===== src/sram_host_defs.svh =====
// timing counts for the static memory host controller
// assumes a 25 MHz sys_clk (40 ns period)
`ifndef SRAM_HOST_DEFS_SVH
`define SRAM_HOST_DEFS_SVH
`define CLK_PERIOD_NS 40
// write-to-output-off delay, worst grade, ns
`define WR_OFF_NS 25
`define WR_OFF_CYC (((`WR_OFF_NS) + (`CLK_PERIOD_NS) - 1) / (`CLK_PERIOD_NS))
// write pulse width, worst grade, ns
`define WR_PULSE_NS 50
`define WR_PULSE_CYC (((`WR_PULSE_NS) + (`CLK_PERIOD_NS) - 1) / (`CLK_PERIOD_NS))
// read access time, worst grade, ns
`define RD_ACC_NS 70
`define RD_ACC_CYC (((`RD_ACC_NS) + (`CLK_PERIOD_NS) - 1) / (`CLK_PERIOD_NS))
`define ADDR_W 14
`define DATA_W 4
`define CNT_W 4
`endif


===== src/sram_host_pkg.sv =====
// types shared by the static memory host controller
// assumes sram_host_defs.svh is on the include path
`include "sram_host_defs.svh"
package sram_host_pkg;
  typedef enum logic [2:0] {ST_IDLE, ST_RD_SEL, ST_RD_WAIT, ST_WR_SEL, ST_WR_OFF, ST_WR_DATA,
    ST_WR_END} state_e;
  typedef struct packed {
    logic sel_n;
    logic wr_n;
    logic [`ADDR_W-1:0] word_index_lines;
    logic [`DATA_W-1:0] dq_o;
    logic dq_oe;
  } pins_s;
endpackage


===== src/sram_host.sv =====
// host controller driving an asynchronous 16k x 4 static memory
// assumes the memory pins are wired straight to this block, shared data lines
//
// How it works
// - write begins at later falling edge; host drops select then strobe
// - host drives write data only after write-off delay after strobe falls
// - data held stable across strobe rise; strobe ends the write
// - select-ended writes measure setup and hold at select rise
// - address only changes while select or strobe is high
`timescale 1ns/1ns
`include "sram_host_defs.svh"
module sram_host (
  // clock and reset
  input wire logic sys_clk,
  input wire logic rst,
  // user request
  input wire logic req_valid,
  output logic req_ready,
  input wire logic req_write,
  input wire logic [`ADDR_W-1:0] req_addr,
  input wire logic [`DATA_W-1:0] req_wdata,
  // read answer
  output logic rd_valid,
  output logic [`DATA_W-1:0] rd_data,
  // memory pins
  output logic sel_n,
  output logic wr_n,
  output logic [`ADDR_W-1:0] word_index_lines,
  output logic [`DATA_W-1:0] dq_o,
  output logic dq_oe,
  input wire logic [`DATA_W-1:0] dq_i
);
  sram_host_pkg::state_e state_r, state_nxt;
  sram_host_pkg::pins_s pins_r, pins_nxt;
  logic [`CNT_W-1:0] cnt_r, cnt_nxt;
  logic rd_valid_r, rd_valid_nxt;
  logic [`DATA_W-1:0] rd_data_r, rd_data_nxt;

  always_comb
  begin
    state_nxt = state_r;
    pins_nxt = pins_r;
    cnt_nxt = cnt_r;
    rd_valid_nxt = 1'b0;
    rd_data_nxt = rd_data_r;
    unique case (state_r)
      sram_host_pkg::ST_IDLE:
      begin
        // both strobes high so the address may move
        pins_nxt.sel_n = 1'b1;
        pins_nxt.wr_n = 1'b1;
        pins_nxt.dq_oe = 1'b0;
        if (req_valid)
        begin
          pins_nxt.word_index_lines = req_addr;
          pins_nxt.dq_o = req_wdata;
          state_nxt = req_write ? sram_host_pkg::ST_WR_SEL : sram_host_pkg::ST_RD_SEL;
        end
      end
      sram_host_pkg::ST_RD_SEL:
      begin
        // address stable one cycle before select falls
        pins_nxt.sel_n = 1'b0;
        cnt_nxt = `CNT_W'(`RD_ACC_CYC);
        state_nxt = sram_host_pkg::ST_RD_WAIT;
      end
      sram_host_pkg::ST_RD_WAIT:
      begin
        // fixed wait is safe since access time ignores deselect length
        if (cnt_r > `CNT_W'(1))
        begin
          cnt_nxt = cnt_r - `CNT_W'(1);
        end
        else
        begin
          rd_data_nxt = dq_i;
          rd_valid_nxt = 1'b1;
          pins_nxt.sel_n = 1'b1;
          state_nxt = sram_host_pkg::ST_IDLE;
        end
      end
      sram_host_pkg::ST_WR_SEL:
      begin
        // select first, strobe falls later and starts the write
        pins_nxt.sel_n = 1'b0;
        state_nxt = sram_host_pkg::ST_WR_OFF;
      end
      sram_host_pkg::ST_WR_OFF:
      begin
        pins_nxt.wr_n = 1'b0;
        cnt_nxt = `CNT_W'(`WR_OFF_CYC);
        state_nxt = sram_host_pkg::ST_WR_DATA;
      end
      sram_host_pkg::ST_WR_DATA:
      begin
        // memory may still drive the lines; hold off to avoid contention
        if (cnt_r > `CNT_W'(1))
        begin
          cnt_nxt = cnt_r - `CNT_W'(1);
        end
        else
        begin
          pins_nxt.dq_oe = 1'b1;
          cnt_nxt = `CNT_W'(`WR_PULSE_CYC);
          state_nxt = sram_host_pkg::ST_WR_END;
        end
      end
      sram_host_pkg::ST_WR_END:
      begin
        if (cnt_r > `CNT_W'(1))
        begin
          cnt_nxt = cnt_r - `CNT_W'(1);
        end
        else
        begin
          // strobe rises with data still driven: hold time met
          pins_nxt.wr_n = 1'b1;
          pins_nxt.sel_n = 1'b1;
          state_nxt = sram_host_pkg::ST_IDLE;
        end
      end
      default:
      begin
        // unused state code: drop to a deselected idle rather than hang
        pins_nxt.sel_n = 1'b1;
        pins_nxt.wr_n = 1'b1;
        pins_nxt.dq_oe = 1'b0;
        state_nxt = sram_host_pkg::ST_IDLE;
      end
    endcase
    if (state_r == sram_host_pkg::ST_IDLE && pins_r.dq_oe)
    begin
      pins_nxt.dq_oe = 1'b0;
    end
  end

  always_ff @(posedge sys_clk or posedge rst)
  begin
    if (rst)
    begin
      state_r <= sram_host_pkg::ST_IDLE;
      pins_r <= '{sel_n: 1'b1, wr_n: 1'b1, word_index_lines: '0, dq_o: '0, dq_oe: 1'b0};
      cnt_r <= '0;
      rd_valid_r <= 1'b0;
      rd_data_r <= '0;
    end
    else
    begin
      state_r <= state_nxt;
      pins_r <= pins_nxt;
      cnt_r <= cnt_nxt;
      rd_valid_r <= rd_valid_nxt;
      rd_data_r <= rd_data_nxt;
    end
  end

  // data lines released one cycle after write ends so memory may drive again
  assign req_ready = (state_r == sram_host_pkg::ST_IDLE) && !pins_r.dq_oe;
  assign rd_valid = rd_valid_r;
  assign rd_data = rd_data_r;
  assign sel_n = pins_r.sel_n;
  assign wr_n = pins_r.wr_n;
  assign word_index_lines = pins_r.word_index_lines;
  assign dq_o = pins_r.dq_o;
  assign dq_oe = pins_r.dq_oe;
endmodule


===== config.mk =====
export PLATFORM = sky130hd
export DESIGN_NAME = sram_host
export DESIGN_NICKNAME = d
export VERILOG_FILES = /design/src/sram_host_pkg.sv /design/src/sram_host.sv
export VERILOG_INCLUDE_DIRS = /design/src
export SDC_FILE = /design/constraint.sdc
export NUM_CORES = 1
export LEC_CHECK = 0
export BUFFER_PORTS_ARGS = -buffer_cell sky130_fd_sc_hd__clkbuf_2
export CAP_MARGIN = 20
export CORE_MARGIN = 2
export CORE_UTILIZATION = 44
export CTS_CLUSTER_DIAMETER = 150
export DETAILED_ROUTE_END_ITERATION = 6
export PLACE_DENSITY = 0.78
export SLEW_MARGIN = 20
export SYNTH_ARGS = -nofsm -noshare
export SYNTH_HDL_FRONTEND = slang
export SYNTH_SLANG_ARGS = --single-unit

===== constraint.sdc =====
create_clock -name sys_clk -period 1.8 [get_ports sys_clk]
set_input_delay 0 -clock sys_clk [delete_from_list [all_inputs] [get_ports sys_clk]]
set_output_delay 0 -clock sys_clk [all_outputs]
set_load 0.02 [all_outputs]

==> results.py <==
metrics = {
    "synthesis": {
        "synth_xor_area_share_pct": 0,
        "synth-main-ff-cell": "dfrtp_1",
        "synth.distinct_cells": 37,
        "synthSimpleGateAreaFrac_pct": 9.385,
        "synth_seq_cells": 33,
        "synth-edff-count": 0,
        "syn_area_sq_mm": 0.001546,
        "syn_inst": 124,
        "seq_area_frac_synth_pct": 53.56,
        "synth_compound_area_share_pct": 11.41,
        "synth_most_common_cell": "dfrtp_1",
        "synth-adder-area-share_pct": 1.618,
        "yosys_warnings": 0,
        "synth_top_area_share_pct": 50.16,
        "async_flop_share_pct": 100.0,
        "synthTopCellsByArea": "dfrtp_1 50%, mux2_4 9.7%, mux2_2 8.7%, dfstp_2 3.4%, o21ai_0 2.9%",
        "muxShareOfSynthArea_pct": 19.09,
        "syn-num-nets": 152,
        "ys_top_cells_by_count": "31 x dfrtp_1, 12 x mux2_2, 10 x mux2_4",
        "yosysTopAreaCell": "dfrtp_1",
        "synth_top_family_by_area": "multiplexers",
        "syn_area_per_cell_sq_um": 12.47,
    },
    "cells_and_area": {
        "fin_nets": 237,
        "areaGrowthSynthToFinish_pct": 43.61,
        "drive_gt1_share_pct": 48.57,
        "final_util_pct": 66.03,
        "antenna_cells": 0,
    },
    "critical_path": {
        "critPathKind": "reg2reg",
        "worstPathArrival_ns": 2.01,
        "crit_chain": "inv_1 > ha_2 > or2_2 > and2_4 > nand3_2 > mux2_2",
        "worstPathRequired_ns": 2.02,
        "cp_slowest_stage_delay_ns": 0.43,
        "worst_setup_path_start_kind": "flip-flop",
        "crit_path_end_kind": "flip-flop",
        "path_max_fanout": 5,
        "slowest_stage": "dfrtp_1",
        "reg2reg_setup_slack_ns": 0.008,
        "crit_buf_inv": 1,
        "crit_family": "simple AND/OR/NAND/NOR gates",
    },
    "sta": {
        "post-route-period-util_pct": 99.56,
        "setup_viol": 0,
        "final_max_slew_viol_count": 0,
        "fmax_mhz": 558.0,
        "min_period_ns": 1.792,
        "fin_skew_ns": 0.01511,
        "holdWs_ns": 0.07342,
        "hold_viol": 0,
        "fin_setup_tns_ns": 0,
        "rsz0062_at_grt": "true",
        "max_slew_margin_pct": 55.41,
        "worst_pin_slew_ns": 0.6681,
    },
    "status": {
        "status": "finished clean",
    },
    "global_route": {
        "grt_pass1_vias": 1356,
        "grt.total_usage_pct": 20.96,
        "antenna_found_initial": 0,
        "gr-total-overflow": 0,
        "grt_pass1_wl_mm": 6.299,
        "grt_max_degree": 21,
    },
    "detailed_routing": {
        "dr.pass1.iters": 4,
        "drcViolationCount": 0,
        "num_vias": 1314,
        "avgRoutedWirePerCell_um": 15.01,
        "wl_mm": 3.843,
        "first_iter_violations": 39,
        "ant_nets": 0,
        "vias_per_cell": 5.133,
    },
    "power_and_ir_drop": {
        "ir_drop_uv": 930.3,
        "pwr_density_cell_mw_per_mm2": 1825,
        "p_leak_nw": 1.058,
        "p_total_mw": 4.054,
    },
    "place": {
        "dp_hpwl_mm": 2.411,
        "place.gp.congestion": 0.8074,
        "io_buffers": 52,
    },
    "clock_network": {
        "htreeDepth": 2,
        "clockBufferDepth": 2,
        "clkLatencyLatePin_ns": 0.34,
        "cts-root-buf": "clkbuf_4",
        "numCtsBuffers": 5,
        "cts_tree": "yes",
        "clk_pin_slew_ns": 0.11,
        "cts.sinks": 33,
    },
    "floorplanning": {
        "dieHeight_um": 63.29,
        "initial_core_util_pct": 45.98,
        "rows": 21,
        "io-pin-count": 53,
        "fp.dieW_um": 63.29,
        "fp.coreArea_sq_mm": 0.003363,
        "die_area_sq_mm": 0.004005,
    },
    "run": {
        "cap_violations": 0,
    },
    "hold_path": {
        "min-delay-path-class": "in2reg",
    },
}
[timing repair]
| item | 4_1_cts | 5_1_grt |
|---|---|---|
| hold buffers | 24 | 0 |
| endpoints found under the setup margin | 4 | 8 |
| setup buffers | 1 | 2 |
| gates resized for setup | 1 | 4 |
| hold endpoints to repair | 36 | 0 |
| pin swaps | 0 | 2 |
[through the flow]
stage	setup slack (ns)	cells	area, sq um
global placement	0.06619	221	1888
CTS	0.02227	254	2193
finish	0.008002	256	2221
detailed placement	0.004574	221	1888
global route	-0.05273	256	2221
floorplan	0.1220	124	1546
[area by class of cell]
class	count	area, sq um
tap	46	57.56
multi-input combinational	76	656.9
timing repair buffer	85	593.1
sequential	33	828.3
fill	270	1142
clock buffer	5	37.54
inverter	8	30.03
clock inverter	3	17.52
[cells by family (layout without fill, tap and decap cells)]
logic type	Yosys count	in the layout
flops	33	33
compound gates	27	27
simple gates	24	24
mux	23	23
buf+inv	15	101
fa+ha+maj	2	2
[final timing paths]
check | start | endpoint | cells after the start
max reg2reg | cnt_r[0]$_DFFE_PP0P_ | rd_data[2]$_DFFE_PP0P_ | 6
max | cnt_r[0]$_DFFE_PP0P_ | rd_data[2]$_DFFE_PP0P_ | 6
min in group asynchronous | rst | cnt_r[0]$_DFFE_PP0P_ | 3
min reg2reg | word_index_lines[12]$_DFFE_PP0P_ | word_index_lines[12]$_DFFE_PP0P_ | 1
max in group asynchronous | rst | word_index_lines[9]$_DFFE_PP0P_ | 4
min | req_write | state_r[1]$_DFFE_PP0P_ | 4
[cell usage in the layout (no fill, tap or decap), drive strengths merged, types with 4 or more instances in the layout]
cell type / count
o21ai: 10
nor2: 6
dfrtp: 31
nand2: 4
buf: 9
mux2: 22
inv: 8
clkbuf: 57
dlygate4sd3: 24
[routing by layer]
metal	GRT usage, %	share of wire [%]	up-vias	wire (um)
li1	-	-	615	-
met1	22.03	36	634	1401
met2	38.43	56	49	2154
met3	5.357	3.7	16	142
met4	10.60	3.8	0	145
met5	0	0	-	0
[tightest hold or removal path: stages]
cell	delay (ns)
clkbuf_2	0.08
a21oi_1	0.12
o21a_1	0.11
o21ai_0	0.07
[flip-flops by register name, summed over array words and instances, names as in the netlist]
register,flops
wr_n,1
dq_oe,1
rd_data,4
cnt_r,4
sel_n,1
dq_o,4
state_r,3
word_index_lines,14
rd_valid,1
[power by group]
part / leakage, nW / internal (mW) / switching (mW)
clock: 0.0310 / 0.147 / 0.257
combinational: 0.631 / 1.04 / 1.23
sequential: 0.396 / 1.13 / 0.254
total: 1.06 / 2.32 / 1.74
No activity file was read; power rests on OpenSTA's default activity.
